## src/lps_timer.sv

```systemverilog
`timescale 1ns/1ns
// ==========================================================================
// shared constants for the line-out power and clock sequencer
// ==========================================================================
package lps_pkg;
    // clock and time base
    localparam int CLK_PERIOD_NS = 10;                       // system clock period
    localparam int NS_PER_MS = 1000000;                      // nanoseconds in one millisecond
    localparam int CYC_PER_MS = NS_PER_MS / CLK_PERIOD_NS;   // clock cycles per millisecond
    localparam logic [15:0] SETTLE_TIME_MS = 16'h012c;       // 300 ms output rise or fall
    localparam logic [15:0] LOCK_TIME_MS = 16'h00a0;         // 160 ms loop lock, frame clock reference
    localparam logic [7:0] UNITY_IN_VOL = 8'h91;             // input volume code for 0 dB

    // apb register byte offsets
    localparam logic [7:0] OFS_CMD = 8'h00;
    localparam logic [7:0] OFS_CFG = 8'h04;
    localparam logic [7:0] OFS_STAT = 8'h08;
    localparam logic [31:0] CFG_RESET = 32'h0000_0000;

    // command register bit positions
    localparam int CMD_LINE_UP = 0;
    localparam int CMD_LINE_DOWN = 1;
    localparam int CMD_CLK_STOP = 2;
    localparam int CMD_CLK_START = 3;
    localparam int CMD_STANDBY = 4;
    localparam int CMD_W = 5;

    // configuration register fields
    localparam int CFG_MODE_LSB = 0;       // [2:0] clock mode
    localparam int CFG_REC_L = 3;          // left recording channel powered
    localparam int CFG_REC_R = 4;          // right recording channel powered
    localparam int CFG_RATE_CHG = 5;       // sample rate changed since last lock
    localparam int CFG_PDN_REL = 6;        // release the power-down pin
    localparam int CFG_OUT_VOL_LSB = 8;    // [15:8] out_vol_left
    localparam int CFG_IN_VOL_LSB = 16;    // [23:16] input volume while recording

    // status register bit positions
    localparam int STAT_BUSY = 0;
    localparam int STAT_LINE_UP = 1;
    localparam int STAT_CLK_RUN = 2;
    localparam int STAT_STANDBY = 3;
    localparam int STAT_REFUSED = 4;       // sticky, write one to clear

    // clock modes
    localparam logic [2:0] MODE_LOOP_MASTER = 3'h0;
    localparam logic [2:0] MODE_LOOP_SLAVE_BF = 3'h1;
    localparam logic [2:0] MODE_LOOP_SLAVE_MCLK = 3'h2;
    localparam logic [2:0] MODE_EXT_SLAVE = 3'h3;
    localparam logic [2:0] MODE_EXT_MASTER = 3'h4;

    // device control field codes on the device write port
    localparam logic [3:0] F_PATH = 4'h0;        // dac_to_line_path_en
    localparam logic [3:0] F_IN_VOL_L = 4'h1;    // in_vol_left
    localparam logic [3:0] F_IN_VOL_R = 4'h2;    // in_vol_right
    localparam logic [3:0] F_OUT_VOL_L = 4'h3;   // out_vol_left
    localparam logic [3:0] F_LINE_PS = 4'h4;     // line_power_save
    localparam logic [3:0] F_PLAY_PWR = 4'h5;    // {line_amp, mixer_amp, playback_conv} power
    localparam logic [3:0] F_LOOP_PWR = 4'h6;    // loop_power
    localparam logic [3:0] F_MCLK_OUT = 4'h7;    // master_clk_out_en
    localparam logic [3:0] F_COMMON_PWR = 4'h8;  // common_volt_power

    typedef enum logic [2:0] {SEQ_UP, SEQ_DOWN, SEQ_STOP, SEQ_START, SEQ_STBY} lps_seq_t;
    typedef enum logic [2:0] {OP_SKIP, OP_WR, OP_WAIT_SETTLE, OP_WAIT_LOCK, OP_CLK_OFF, OP_CLK_ON,
                              OP_END} lps_op_t;
    typedef enum {ST_IDLE, ST_FETCH, ST_WRITE, ST_WAIT} lps_state_t;
endpackage

// ==========================================================================
// millisecond wait timer
// ==========================================================================
module lps_timer
    import lps_pkg::*;
#(
    parameter int CYC_MS = CYC_PER_MS
) (
    input wire logic clk_i,
    input wire logic rst_n_i,
    input wire logic start_i,          // one-cycle pulse, loads ms_i
    input wire logic [15:0] ms_i,      // wait length in milliseconds
    output logic done_o                // one-cycle pulse when the wait ends
);
    logic [31:0] div_reg;              // millisecond divider
    logic [15:0] left_reg;             // milliseconds still to wait
    logic run_reg;                     // wait in progress
    wire ms_tick = run_reg && (div_reg == 32'(CYC_MS - 1));  // enable pulse once per ms
    wire last_ms = ms_tick && (left_reg <= 16'h0001);

    // divider restarts with each wait so every millisecond is whole
    always_ff @(posedge clk_i or negedge rst_n_i) begin
        if (!rst_n_i) begin
            div_reg <= 32'h0000_0000;
        end else if (start_i || ms_tick) begin
            div_reg <= 32'h0000_0000;
        end else if (run_reg) begin
            div_reg <= div_reg + 32'h0000_0001;
        end
    end

    // countdown; a zero length still waits one millisecond
    always_ff @(posedge clk_i or negedge rst_n_i) begin
        if (!rst_n_i) begin
            left_reg <= 16'h0000;
            run_reg <= 1'b0;
            done_o <= 1'b0;
        end else begin
            done_o <= last_ms;
            if (start_i) begin
                left_reg <= ms_i;
                run_reg <= 1'b1;
            end else if (last_ms) begin
                run_reg <= 1'b0;
            end else if (ms_tick) begin
                left_reg <= left_reg - 16'h0001;
            end
        end
    end
endmodule

```

## src/lps_ctrl.sv

```systemverilog
`timescale 1ns/1ns
module lps_ctrl
    import lps_pkg::*;
#(
    parameter int CYC_MS = CYC_PER_MS,                 // clock cycles per millisecond
    parameter logic [15:0] SETTLE_MS = SETTLE_TIME_MS, // line output settle wait
    parameter logic [15:0] LOCK_MS = LOCK_TIME_MS      // loop lock wait
) (
    input wire logic CLK_SYS_I,
    input wire logic RSTN_I,
    input wire logic PSEL_I,
    input wire logic PENABLE_I,
    input wire logic PWRITE_I,
    input wire logic [7:0] PADDR_I,
    input wire logic [31:0] PWDATA_I,
    output logic [31:0] PRDATA_O,
    output logic PREADY_O,
    output logic PSLVERR_O,
    output logic DEV_REQ_O,
    output logic [3:0] DEV_FIELD_O,
    output logic [7:0] DEV_VAL_O,
    input wire logic DEV_ACK_I,
    output logic MCLK_RUN_O,
    output logic FRAME_CLKS_RUN_O,
    output logic POWER_DOWN_PIN_N_O,
    output logic BUSY_O
);
    // ======================================================================
    // reset release
    // ======================================================================
    logic rst_meta_reg;    // first stage, read only by the second
    logic rst_n;           // released reset used everywhere

    // async assert, clocked release through two flops
    always_ff @(posedge CLK_SYS_I or negedge RSTN_I) begin
        if (!RSTN_I) begin
            rst_meta_reg <= 1'b0;
            rst_n <= 1'b0;
        end else begin
            rst_meta_reg <= 1'b1;
            rst_n <= rst_meta_reg;
        end
    end

    // ======================================================================
    // apb slave, one wait state so every answer comes from a flop
    // ======================================================================
    logic [31:0] cfg_reg;                // configuration
    logic [CMD_W-1:0] cmd_reg;           // command pulses, one cycle
    logic refused_reg;                   // sticky refusal flag
    logic line_up_reg;                   // line output running
    logic clk_run_reg;                   // clocks supplied
    logic standby_reg;                   // standby reached
    logic busy_reg;                      // a sequence is running
    logic set_refused;                   // refusal event from the sequencer

    wire apb_access = PSEL_I && PENABLE_I;
    wire apb_done = apb_access && PREADY_O;           // transfer completes at this edge
    wire hit_cmd = (PADDR_I == OFS_CMD);
    wire hit_cfg = (PADDR_I == OFS_CFG);
    wire hit_stat = (PADDR_I == OFS_STAT);
    wire hit_any = hit_cmd || hit_cfg || hit_stat;
    wire wr_done = apb_done && PWRITE_I && hit_any;
    wire [31:0] stat_word = {27'h0, refused_reg, standby_reg, clk_run_reg, line_up_reg, busy_reg};
    wire [31:0] rd_word = hit_cfg ? cfg_reg : (hit_stat ? stat_word : 32'h0000_0000);
    wire clr_refused = wr_done && hit_stat && PWDATA_I[STAT_REFUSED];

    // ready rises one cycle into the access phase and falls after it
    always_ff @(posedge CLK_SYS_I or negedge rst_n) begin
        if (!rst_n) begin
            PREADY_O <= 1'b0;
            PSLVERR_O <= 1'b0;
            PRDATA_O <= 32'h0000_0000;
        end else begin
            PREADY_O <= apb_access && !PREADY_O;
            PSLVERR_O <= apb_access && !PREADY_O && !hit_any;
            PRDATA_O <= (apb_access && !PREADY_O && !PWRITE_I) ? rd_word : 32'h0000_0000;
        end
    end

    // register writes take effect at the completing edge only
    always_ff @(posedge CLK_SYS_I or negedge rst_n) begin
        if (!rst_n) begin
            cfg_reg <= CFG_RESET;
            cmd_reg <= '0;
        end else begin
            cmd_reg <= (wr_done && hit_cmd) ? PWDATA_I[CMD_W-1:0] : '0;
            if (wr_done && hit_cfg) begin
                cfg_reg <= PWDATA_I;
            end
        end
    end

    // a refusal in the clearing cycle still lands
    always_ff @(posedge CLK_SYS_I or negedge rst_n) begin
        if (!rst_n) begin
            refused_reg <= 1'b0;
        end else if (set_refused) begin
            refused_reg <= 1'b1;
        end else if (clr_refused) begin
            refused_reg <= 1'b0;
        end
    end

    // ======================================================================
    // configuration decode
    // ======================================================================
    wire [2:0] mode = cfg_reg[CFG_MODE_LSB +: 3];
    wire rec_on = cfg_reg[CFG_REC_L] || cfg_reg[CFG_REC_R];
    wire loop_mode = (mode == MODE_LOOP_MASTER) || (mode == MODE_LOOP_SLAVE_BF) ||
                     (mode == MODE_LOOP_SLAVE_MCLK);
    wire mclk_out_mode = (mode == MODE_LOOP_MASTER) || (mode == MODE_LOOP_SLAVE_MCLK);
    wire [7:0] out_vol = cfg_reg[CFG_OUT_VOL_LSB +: 8];
    // with recording off the input volume must sit at unity
    wire [7:0] in_vol = rec_on ? cfg_reg[CFG_IN_VOL_LSB +: 8] : UNITY_IN_VOL;
    wire need_lock = loop_mode && cfg_reg[CFG_RATE_CHG];

    // ======================================================================
    // step table: one operation per sequence index
    // ======================================================================
    lps_seq_t seq_reg;         // running sequence
    logic [3:0] idx_reg;       // step index within it
    lps_op_t op;               // decoded operation
    logic [3:0] fld;           // device field of a write
    logic [7:0] val;           // value of a write
    wire stby_skip_down = (seq_reg == SEQ_STBY) && !line_up_reg;
    lps_op_t down_wr;      // line-down write, skipped by standby when already down
    assign down_wr = stby_skip_down ? OP_SKIP : OP_WR;

    always_comb begin
        op = OP_END;
        fld = F_PATH;
        val = 8'h00;
        case (seq_reg)
            SEQ_UP: begin
                // the volume link default lets out_vol_left cover both channels
                case (idx_reg)
                    4'd0: begin op = OP_WR; fld = F_PATH; val = 8'h01; end
                    4'd1: begin op = OP_WR; fld = F_IN_VOL_L; val = in_vol; end
                    4'd2: begin op = OP_WR; fld = F_IN_VOL_R; val = in_vol; end
                    4'd3: begin op = OP_WR; fld = F_OUT_VOL_L; val = out_vol; end
                    4'd4: begin op = OP_WR; fld = F_LINE_PS; val = 8'h01; end
                    4'd5: begin op = need_lock ? OP_WAIT_LOCK : OP_SKIP; end
                    4'd6: begin op = OP_WR; fld = F_PLAY_PWR; val = 8'h07; end
                    4'd7: begin op = OP_WAIT_SETTLE; end
                    4'd8: begin op = OP_WR; fld = F_LINE_PS; val = 8'h00; end
                    default: begin op = OP_END; end
                endcase
            end
            SEQ_DOWN, SEQ_STBY: begin
                // standby first brings the line output down if it is up
                case (idx_reg)
                    4'd0: begin op = down_wr; fld = F_LINE_PS; val = 8'h01; end
                    4'd1: begin op = down_wr; fld = F_PLAY_PWR; end
                    4'd2: begin op = down_wr; fld = F_PATH; end
                    4'd3: begin op = stby_skip_down ? OP_SKIP : OP_WAIT_SETTLE; end
                    4'd4: begin op = down_wr; fld = F_LINE_PS; end
                    4'd5: begin op = (seq_reg == SEQ_STBY && loop_mode) ? OP_WR : OP_SKIP; fld = F_LOOP_PWR; end
                    4'd6: begin op = (seq_reg == SEQ_STBY && mclk_out_mode) ? OP_WR : OP_SKIP; fld = F_MCLK_OUT; end
                    4'd7: begin op = (seq_reg == SEQ_STBY) ? OP_CLK_OFF : OP_SKIP; end
                    4'd8: begin op = (seq_reg == SEQ_STBY) ? OP_WR : OP_SKIP; fld = F_COMMON_PWR; end
                    default: begin op = OP_END; end
                endcase
            end
            SEQ_STOP: begin
                // external modes stop at once; the device parks its own clock outputs
                case (idx_reg)
                    4'd0: begin op = loop_mode ? OP_WR : OP_SKIP; fld = F_LOOP_PWR; end
                    4'd1: begin op = mclk_out_mode ? OP_WR : OP_SKIP; fld = F_MCLK_OUT; end
                    4'd2: begin op = OP_CLK_OFF; end
                    default: begin op = OP_END; end
                endcase
            end
            SEQ_START: begin
                case (idx_reg)
                    4'd0: begin op = OP_WR; fld = F_COMMON_PWR; val = 8'h01; end
                    4'd1: begin op = OP_CLK_ON; end
                    4'd2: begin op = mclk_out_mode ? OP_WR : OP_SKIP; fld = F_MCLK_OUT; val = 8'h01; end
                    4'd3: begin op = loop_mode ? OP_WR : OP_SKIP; fld = F_LOOP_PWR; val = 8'h01; end
                    4'd4: begin op = loop_mode ? OP_WAIT_LOCK : OP_SKIP; end
                    default: begin op = OP_END; end
                endcase
            end
            default: begin op = OP_END; end
        endcase
    end

    // ======================================================================
    // command acceptance
    // ======================================================================
    lps_state_t state_reg;
    lps_state_t state_next;
    wire idle = (state_reg == ST_IDLE);
    wire any_cmd = |cmd_reg;
    // stopping clocks while a converter is in use is refused
    wire stop_bad = rec_on || line_up_reg;
    wire bad_cmd = (cmd_reg[CMD_LINE_UP] && (!clk_run_reg || line_up_reg)) ||
                   (cmd_reg[CMD_CLK_STOP] && stop_bad) ||
                   (cmd_reg[CMD_STANDBY] && rec_on);
    wire accept = idle && any_cmd && !bad_cmd;
    assign set_refused = any_cmd && (!idle || bad_cmd);
    lps_seq_t seq_pick;
    assign seq_pick = cmd_reg[CMD_LINE_UP] ? SEQ_UP : cmd_reg[CMD_LINE_DOWN] ? SEQ_DOWN :
                      cmd_reg[CMD_CLK_STOP] ? SEQ_STOP : cmd_reg[CMD_CLK_START] ? SEQ_START : SEQ_STBY;

    // ======================================================================
    // sequencer
    // ======================================================================
    logic tmr_start_reg;      // starts the millisecond timer
    logic [15:0] tmr_ms_reg;  // its length
    logic tmr_done;           // wait finished
    wire step_on = (state_reg == ST_FETCH && op != OP_WR && op != OP_WAIT_SETTLE &&
                    op != OP_WAIT_LOCK && op != OP_END) ||
                   (state_reg == ST_WRITE && DEV_ACK_I) || (state_reg == ST_WAIT && tmr_done);
    wire seq_end = (state_reg == ST_FETCH) && (op == OP_END);

    lps_timer #(
        .CYC_MS(CYC_MS)
    ) u_timer (
        .clk_i(CLK_SYS_I),
        .rst_n_i(rst_n),
        .start_i(tmr_start_reg),
        .ms_i(tmr_ms_reg),
        .done_o(tmr_done)
    );

    // next state
    always_comb begin
        state_next = state_reg;
        case (state_reg)
            ST_IDLE: state_next = accept ? ST_FETCH : ST_IDLE;
            ST_FETCH: begin
                if (op == OP_WR) begin
                    state_next = ST_WRITE;
                end else if (op == OP_WAIT_SETTLE || op == OP_WAIT_LOCK) begin
                    state_next = ST_WAIT;
                end else if (op == OP_END) begin
                    state_next = ST_IDLE;
                end
            end
            ST_WRITE: state_next = DEV_ACK_I ? ST_FETCH : ST_WRITE;  // held until the device takes it
            ST_WAIT: state_next = tmr_done ? ST_FETCH : ST_WAIT;
            default: state_next = ST_IDLE;
        endcase
    end

    // state, sequence and step index
    always_ff @(posedge CLK_SYS_I or negedge rst_n) begin
        if (!rst_n) begin
            state_reg <= ST_IDLE;
            seq_reg <= SEQ_UP;
            idx_reg <= 4'h0;
        end else begin
            state_reg <= state_next;
            if (accept) begin
                seq_reg <= seq_pick;
                idx_reg <= 4'h0;
            end else if (step_on) begin
                idx_reg <= idx_reg + 4'h1;
            end
        end
    end

    // device write port, request stands until acknowledged
    always_ff @(posedge CLK_SYS_I or negedge rst_n) begin
        if (!rst_n) begin
            DEV_REQ_O <= 1'b0;
            DEV_FIELD_O <= 4'h0;
            DEV_VAL_O <= 8'h00;
        end else if (state_reg == ST_FETCH && op == OP_WR) begin
            DEV_REQ_O <= 1'b1;
            DEV_FIELD_O <= fld;
            DEV_VAL_O <= val;
        end else if (state_reg == ST_WRITE && DEV_ACK_I) begin
            DEV_REQ_O <= 1'b0;
        end
    end

    // timer launch; settle covers both rise to common voltage and fall to ground
    always_ff @(posedge CLK_SYS_I or negedge rst_n) begin
        if (!rst_n) begin
            tmr_start_reg <= 1'b0;
            tmr_ms_reg <= 16'h0000;
        end else begin
            tmr_start_reg <= (state_reg == ST_FETCH) && (op == OP_WAIT_SETTLE || op == OP_WAIT_LOCK);
            tmr_ms_reg <= (op == OP_WAIT_LOCK) ? LOCK_MS : SETTLE_MS;
        end
    end

    // clock supply; the stop comes only after the register steps above it
    always_ff @(posedge CLK_SYS_I or negedge rst_n) begin
        if (!rst_n) begin
            clk_run_reg <= 1'b0;
            MCLK_RUN_O <= 1'b0;
            FRAME_CLKS_RUN_O <= 1'b0;
        end else if (state_reg == ST_FETCH && (op == OP_CLK_OFF || op == OP_CLK_ON)) begin
            clk_run_reg <= (op == OP_CLK_ON);
            MCLK_RUN_O <= (op == OP_CLK_ON);
            FRAME_CLKS_RUN_O <= (op == OP_CLK_ON) && (mode != MODE_EXT_MASTER);
        end
    end

    // status flags updated as a sequence finishes
    always_ff @(posedge CLK_SYS_I or negedge rst_n) begin
        if (!rst_n) begin
            line_up_reg <= 1'b0;
            standby_reg <= 1'b0;
        end else if (seq_end) begin
            line_up_reg <= (seq_reg == SEQ_UP);
            standby_reg <= (seq_reg == SEQ_STBY);
        end else if (!POWER_DOWN_PIN_N_O) begin
            // the device forgets everything while its pin is low
            line_up_reg <= 1'b0;
        end
    end

    // busy and power-down pin, low from reset until software releases it
    always_ff @(posedge CLK_SYS_I or negedge rst_n) begin
        if (!rst_n) begin
            busy_reg <= 1'b0;
            BUSY_O <= 1'b0;
            POWER_DOWN_PIN_N_O <= 1'b0;
        end else begin
            busy_reg <= (state_next != ST_IDLE);
            BUSY_O <= (state_next != ST_IDLE);
            POWER_DOWN_PIN_N_O <= cfg_reg[CFG_PDN_REL];
        end
    end
endmodule

```

## config.mk

```make
export PLATFORM = sky130hd
export DESIGN_NAME = lps_ctrl
export DESIGN_NICKNAME = d
export VERILOG_FILES = /design/src/lps_timer.sv /design/src/lps_ctrl.sv
export SDC_FILE = /design/constraint.sdc
export NUM_CORES = 1
export LEC_CHECK = 0
export ABC_AREA = 1
export CELL_PAD_IN_SITES_DETAIL_PLACEMENT = 1
export CELL_PAD_IN_SITES_GLOBAL_PLACEMENT = 1
export CORE_MARGIN = 2
export CORE_UTILIZATION = 40
export CTS_BUF_LIST = sky130_fd_sc_hd__clkbuf_4 sky130_fd_sc_hd__clkbuf_8
export CTS_CLUSTER_SIZE = 20
export DETAILED_ROUTE_END_ITERATION = 16
export DONT_BUFFER_PORTS = 1
export GPL_TIMING_DRIVEN = 0
export PLACE_DENSITY_LB_ADDON = 0.1
export SLEW_MARGIN = 5
export SYNTH_ARGS = -nofsm -noshare
export SYNTH_HDL_FRONTEND = slang
export SYNTH_SLANG_ARGS = --single-unit
```

## constraint.sdc

```tcl
create_clock -name CLK_SYS_I -period 7.2 [get_ports CLK_SYS_I]
set_input_delay 0 -clock CLK_SYS_I [delete_from_list [all_inputs] [get_ports CLK_SYS_I]]
set_output_delay 0 -clock CLK_SYS_I [all_outputs]
set_load 0.02 [all_outputs]
```

# == Word-level counts from Yosys, hierarchy flattened ==
# Cells that the tools add are included.
# totals
regBits,192
latch_bits,0
ram_bits,0
romBits,0
input_bits,46
output_inout_bits,51
wordCells,201
mem_count,0
# classes
addsub,3
mul,0
div_mod_pow,0
order_cmp,1
n_eq_ne,36
shifts,0
n_mux,56
bitwise_logic,0
reduce_logical,79
# op_table
operator,count
2-to-1 mux 32 bit,7
one-hot mux 32 bit (4 select lines),1
"equality test 32 x 2 -> 1 bit, second input constant",3
"equality test 32 x 3 -> 1 bit, second input constant",2
logical NOT 32 bit,2
2-to-1 mux 16 bit,3
logical AND 1 bit,34
"adder 32 x 1 -> 32 bit, second input constant",1
"equality test 32 x 1 -> 1 bit, second input constant",1
"equality test 32 x 17 -> 1 bit, second input constant",1
one-hot mux 8 bit (4 select lines),1
nonzero test 32 bit,1
one-hot mux 3 bit (5 select lines),2
one-hot mux 8 bit (3 select lines),1
one-hot mux 4 bit (5 select lines),1
one-hot mux 3 bit (3 select lines),2
one-hot mux 3 bit (6 select lines),1
2-to-1 mux 1 bit,17
"equality test 4 x 3 -> 1 bit, second input constant",4
"less-or-equal comparator 16 x 1 -> 1 bit, second input constant",1
logical OR 1 bit,16
one-hot mux 4 bit (4 select lines),1
"subtractor 16 x 1 -> 16 bit, second input constant",1
"equality test 3 x 2 -> 1 bit, second input constant",5
33 further kinds,66

# == Logic depth before layout (Yosys ltp) ==
# Gate-level depths: netlist (run 1).
# logic_depth
depth_word,16
depth_mapped,17
ltp_nobuf,16

# == By module ==
# From an unflattened synthesis (run 1), not the netlist that was laid out.
# hier_totals
cells_unflattened,1106
area_unflattened_um2,9028.7
# by_module_without_submodules
mod,instances,cells_per_inst,area_per_inst_um2
lps_ctrl,1,578,5684.2
lps_timer,1,528,3344.5

# == Worst setup path before layout (run 1) ==
# No wires, ideal clock.
# synth_path
kind,register -> register
from,register idx_reg[0]
to,register DEV_FIELD_O[0]
setup_ps,128
arrival_time_ps,1936
path_slack_ps,5136
path_stages_with_launch,17
path_buffers,1
path_cell_list,dfrtp_1 inv_1 ha_1 nand3_1 nand3_1 nor2_1 nand2_1 nand2_1 nand2_1 nand3_2 nor2_2 nand2_2 inv_2 nand2_4 buf_6 nand2_1 o21ai_2
# synth_via
elab_chain_cells,6
word_cells_on_any_way,25
# synth_rtl
element,line_no,rtl
"start, declared",lps_ctrl.sv:122,logic [3:0] idx_reg;
"start signal, assigned",lps_ctrl.sv:259,idx_reg <= idx_reg + 4'h1;
"equality test 4 x 3 -> 1 bit, or another cell as far along","lps_ctrl.sv:137, lps_ctrl.sv:152, lps_ctrl.sv:175",
OR reduction 4 bit (no source line) / OR reduction 7 bit (equally long branches),-,
one-hot mux 3 bit (6 select lines) / one-hot mux 3 bit (3 select lines) (equally long branches),"lps_ctrl.sv:152, lps_ctrl.sv:137",
one-hot mux 3 bit (4 select lines),lps_ctrl.sv:134,case (seq_reg)
equality test 3 x 1 -> 1 bit,lps_ctrl.sv:270,end else if (state_reg == ST_FETCH && op == OP_WR) begin
logical AND 1 bit,lps_ctrl.sv:270,
"end signal, assigned",lps_ctrl.sv:272,DEV_FIELD_O <= fld;
"end, declared",lps_ctrl.sv:20,"output logic [3:0] DEV_FIELD_O,"
# Parallel ways exist; a longest one is shown, timed or not.
# A chain may end at the register's enable or synchronous reset.

# == Worst setup path after layout (run 1) ==
# layout_path
from,register idx_reg[0]
to,register DEV_FIELD_O[1]
# Same word-level chain as after synthesis.

==> out/metrics.cfg, run 1 <==
[pwr]
power_leakage_nw=4.88
power_mw=1.86
vdd_ir_drop_max_uv=102
pwr_density_cell_nw_per_um2=175

[global_routing]
antenna_found_initial=0
grt_pass1_vias=8071
grt_max_degree=65
grt_pass1_wl_mm=42.0
gr-total-overflow=0
track_usage=0.222

[worst_hold_path]
hp-class=input port to flip-flop
hold_depth=5

[sta]
tightest_slew_ns=0.624
layout_min_cycle_time_ns=2.60
setup_violations=0
fmax_ghz=0.384
hold_violations=0
drv_slew=0
finClkSkew_ns=0.0262
relSlewSlack=0.580
post-route-period-util=0.361
rsz0062_at_grt=false
fin_ws_ns=4.60

[critical_path]
crit_fanout=10
cpMaxStageDelayCell=dfrtp_1
end_kind=flip-flop
critical_path_cell_count=16
path_common_cell=nand2_1
slowest_delay_ns=0.43
reg2regPathDepth=16
arrival_ns=2.96
start_kind=flip-flop
worstPathRequired_ns=7.56
crit_type=flip-flop to flip-flop
path_delay_family=simple AND/OR/NAND/NOR gates
cp_num_buf_inv=3
critical_path.cell_chain=inv_1 > ha_1 > nand3_1 > nand3_1 > nor2_1 > nand2_1 > nand2_1 > nand2_1 > nand3_2 > nor2_2 > nand2_2 > inv_2 > nand2_4 > buf_6 > nand2_1 > o21ai_2

[logic_synthesis]
muxShareOfSynthArea=0.0235
ys_seq_elements=186
synth_xor_area_frac=0.0357
synthArstFlopShare=1.00
ys.flop_type=dfrtp_1
synth_simple_gate_area_frac=0.264
synth_top_family_by_area=simple AND/OR/NAND/NOR gates
syn_area_per_cell_um2=8.78
synth_cell_type_count=50
ys_warn_count=0
synth_edf_count=0
synth_area_um2=9090
ys_seq_area_frac=0.512
synthAdderAreaFrac=0.00964
synth_compound_gate_area_share=0.0888
synthCells=1035

[place]
numPortBuffers=0
post-place-ws_ns=4.60
gp_congestion=0.856
post_dp_cell_area_um2=9650
dp_hpwl_mm=18.3

[detailed_routing]
topRoutingLayerUsed=met4
drc=0
route.met2.wl_mm=12.7
wl_met3_um=886
vias_per_cell=5.20
met1Wirelength_mm=11.0
wire_per_inst_um=17.5
vias=7491
antenna_left=0
wl_mm=25.2
drt_pass1_iterations=4
drt-initial-drc-count=335

[finish]
design_area_um2=10600
antenna-diode-count=0
final_core_util=0.473
final_common_cell=nand2_1
layout.nets=1196
drive_gt1_frac=0.0908
final_cell_mix=nand2_1, dfrtp_1, inv_1
syn2layout_area_growth_pct=17.0

[cts]
worst_skew_pair.late_latency_ns=0.49
cts_resized=0
htreeDepth=4
cts_hold_buf=56
cts-root-buf=clkbuf_8
clk_pin_slew_worst_paths_ns=0.11
cts_tree=done
clock_path_buffers=2
post_cts.repair.setup_buffers=0
cts.sinks=186
numCtsBuffers=17

[floorplan]
ios=97
chipHeight_um=155
row_count=55
die-area_um2=23900
start_util=0.404
coreArea_um2=22500
die_w_um=155

[job]
maxCapViolCount=0

[status]
outcome=complete, no violations

==> per-stage QoR <==
stage	std cells	TNS [ns]	hold slack (ns)
floorplan	1065	0	-0.296
global placement	1350	-105.04	-0.296
detailed placement	1353	0	-0.296
CTS	1441	0	0.0895
global route	1441	0	0.138
finish	1441	0	0.118
==> layout make-up <==
type / count / area, um^2
timing repair buffer: 59 / 643
multi-input combinational: 736 / 3950
clock inverter: 14 / 183
fill: 2642 / 11900
sequential: 186 / 4660
buffer: 29 / 169
tap: 285 / 357
clock buffer: 18 / 248
inverter: 114 / 428
==> synth_stat cells, drive strengths merged (7+ instances only) <==
cell | instances | area (um^2)
nand2 | 221 | 852
dfrtp | 186 | 4650
inv | 113 | 424
nor2 | 109 | 424
nand3 | 57 | 313
o21ai | 55 | 313
nor3 | 46 | 253
xor2 | 30 | 263
a21oi | 28 | 140
nor4 | 28 | 209
nand4 | 25 | 156
o31ai | 25 | 188
mux2 | 19 | 214
nor3b | 19 | 143
buf | 17 | 114
clkbuf | 12 | 55.1
ha | 7 | 87.6
xnor2 | 7 | 61.3
==> where the power goes <==
group | total (mW) | internal (mW) | switching (mW)
Combinational | 0.0547 | 0.0229 | 0.0318
Clock | 0.743 | 0.282 | 0.461
Sequential | 1.06 | 1.05 | 0.00623
Total | 1.86 | 1.36 | 0.499
==> worst reg2reg max path: stages (launching register included) <==
cell and delay [ns]:
dfrtp_1 0.43, inv_1 0.13, ha_1 0.28, nand3_1 0.27, nand3_1 0.20, nor2_1 0.08
nand2_1 0.08, nand2_1 0.05, nand2_1 0.06, nand3_2 0.16, nor2_2 0.17, nand2_2 0.07
inv_2 0.07, nand2_4 0.08, buf_6 0.19, nand2_1 0.08, o21ai_2 0.05
==> worst paths after layout <==
kind	startpoint	endpoint	slack, ns
worst max register to register	idx_reg[0]	DEV_FIELD_O[1]	4.60
max in group asynchronous	rst_n	u_timer.div_reg[7]	6.06
worst min register to register	rst_n	state_reg[16]	0.23
min in group asynchronous	rst_n	state_reg[16]	0.23
worst min-delay path	PADDR_I[0]	PRDATA_O[7]	0.12
worst max-delay path	idx_reg[0]	DEV_FIELD_O[1]	4.60
==> metal layers <==
layer	track usage	vias to the layer above
met5	0	-
met1	0.273	3690
met2	0.389	125
li1	-	3635
met4	0.0767	0
met3	0.0431	41
==> cells by family after synthesis <==
family | count (synthesis)
buffers and inverters | 143
adders and majority gates | 7
and+or+nand+nor | 512
DFF | 186
AOI/OAI and AO/OA | 129
muxes | 19
other | 2
xor gates and xnor gates | 37
Note: power is estimated with default switching activity, not from simulation.
==> run 2, diff against run 1 <==
- clock period: 7.2 -> 2.7 ns (I/O delays scaled with it)
==> out/metrics.cfg, run 2 (same netlist as run 1, synthesis figures left out) <==
[cts]
htreeDepth=4
clk_pin_slew_worst_paths_ns=0.11
worst_skew_pair.late_latency_ns=0.47
cts_tree=done
clock_path_buffers=2
numCtsBuffers=17
cts-root-buf=clkbuf_8
cts.sinks=186

[sta]
rsz0062_at_grt=true
finalSetupTns_ns=0
fmax_ghz=0.392
post-route-period-util=0.944
drv_slew=0
relSlewSlack=0.560
hold_ws_ns=0.0923
hold_violations=0
fin_ws_ns=0.151
tightest_slew_ns=0.654
layout_min_cycle_time_ns=2.55
setup_violations=0
finClkSkew_ns=0.0161

[critical_path]
worstPathRequired_ns=3.05
start_kind=input port
arrival_ns=2.90
crit_path_end=cfg_reg[5]
reg2regPathDepth=11
crit_fanout=9
r2r_slack_ns=0.21
end_kind=flip-flop
crit_start=PADDR_I[6]
r2r-start=u_timer.div_reg[0]
crit_type=input port to flip-flop
timing.rr.end=u_timer.left_reg[7]

[floorplan]
start_util=0.404
die_w_um=155
coreArea_um2=22500
chipHeight_um=155
ios=97
die-area_um2=23900
row_count=55

[detailed_routing]
drt-initial-drc-count=300
wl_mm=25.0
drt_pass1_iterations=4
vias_per_cell=5.20
wire_per_inst_um=17.3
drc=0
antenna_left=0
vias=7507

[pwr]
vdd_ir_drop_max_uv=293
pwr_density_cell_nw_per_um2=458
power_mw=4.87
power_leakage_nw=4.88

[global_routing]
grt_pass1_vias=8125
gr-total-overflow=0
grt_max_degree=64
antenna_found_initial=0
grt_pass1_wl_mm=41.3
track_usage=0.219

[finish]
layout.nets=1198
final_cell_mix=nand2_1, dfrtp_1, inv_1
antenna-diode-count=0
fill_cells=2651
syn2layout_area_growth_pct=17.1
final_cell_count_no_fill=1443
final_common_cell=nand2_1
final_core_util=0.473
drive_gt1_frac=0.0967
design_area_um2=10600

[place]
post_dp_cell_area_um2=9640
placed_cells=1353
dp_hpwl_mm=18.0
post-place-ws_ns=0.0396
gp_congestion=0.884
numPortBuffers=0

[worst_hold_path]
hp-class=input port to flip-flop

[job]
maxCapViolCount=0

[status]
outcome=complete, no violations

-- run 2: final cells by class --
class                   instances  area (um^2)  area share
multi-input cells             736         3970       0.373
inverters                     114          428      0.0402
plain buffers                  29          171      0.0161
clock inverters                15          178      0.0167
clock buffers                  17          234      0.0220
flip-flops and latches        186         4660       0.438
repair buffers                 61          651      0.0611
well taps                     285          357      0.0335
-- run 2: worst min path at each step --
stage / start / depth (start not counted) / end / slack, ns
after global placement: RSTN_I / 0 / rst_meta_reg / -0.30
after global routing: PADDR_I[0] / 4 / PRDATA_O[2] / 0.11
final: PADDR_I[0] / 4 / PRDATA_O[2] / 0.09
after CTS: PADDR_I[0] / 4 / PRDATA_O[2] / 0.04
after detailed placement: RSTN_I / 0 / rst_meta_reg / -0.30
after floorplan: RSTN_I / 0 / rst_meta_reg / -0.30
-- run 2: timing repair --
action / CTS / global route
gates resized for setup: 0 / 6
endpoints found under the setup margin: 0 / 47
hold buffers: 56 / 0
endpoints found under the hold margin: 52 / 0
setup buffers: 0 / 2
-- run 2: report_power, final --
group / switching, mW / leakage, nW / internal [mW]
clock network: 1.19 / 0.206 / 0.710
logic: 0.0801 / 2.23 / 0.0599
registers: 0.0215 / 2.45 / 2.81
-- run 2: layer usage --
metal	share of wire	wire length (um)	vias to the layer above	global-route usage
li1	-	-	3633	-
met1	0.43	10800	3725	0.263
met2	0.52	13000	119	0.395
met3	0.031	775	30	0.0412
met4	0.018	458	0	0.0714
met5	0	0	-	0
-- run 2: worst max-delay path, cell delays in order --
cell,delay (ns)
dlygate4sd3_1,0.54
nor4_2,0.20
dlygate4sd3_1,0.61
inv_1,0.10
o21ai_1,0.33
nand3_4,0.24
mux2_2,0.33
dlygate4sd3_1,0.56
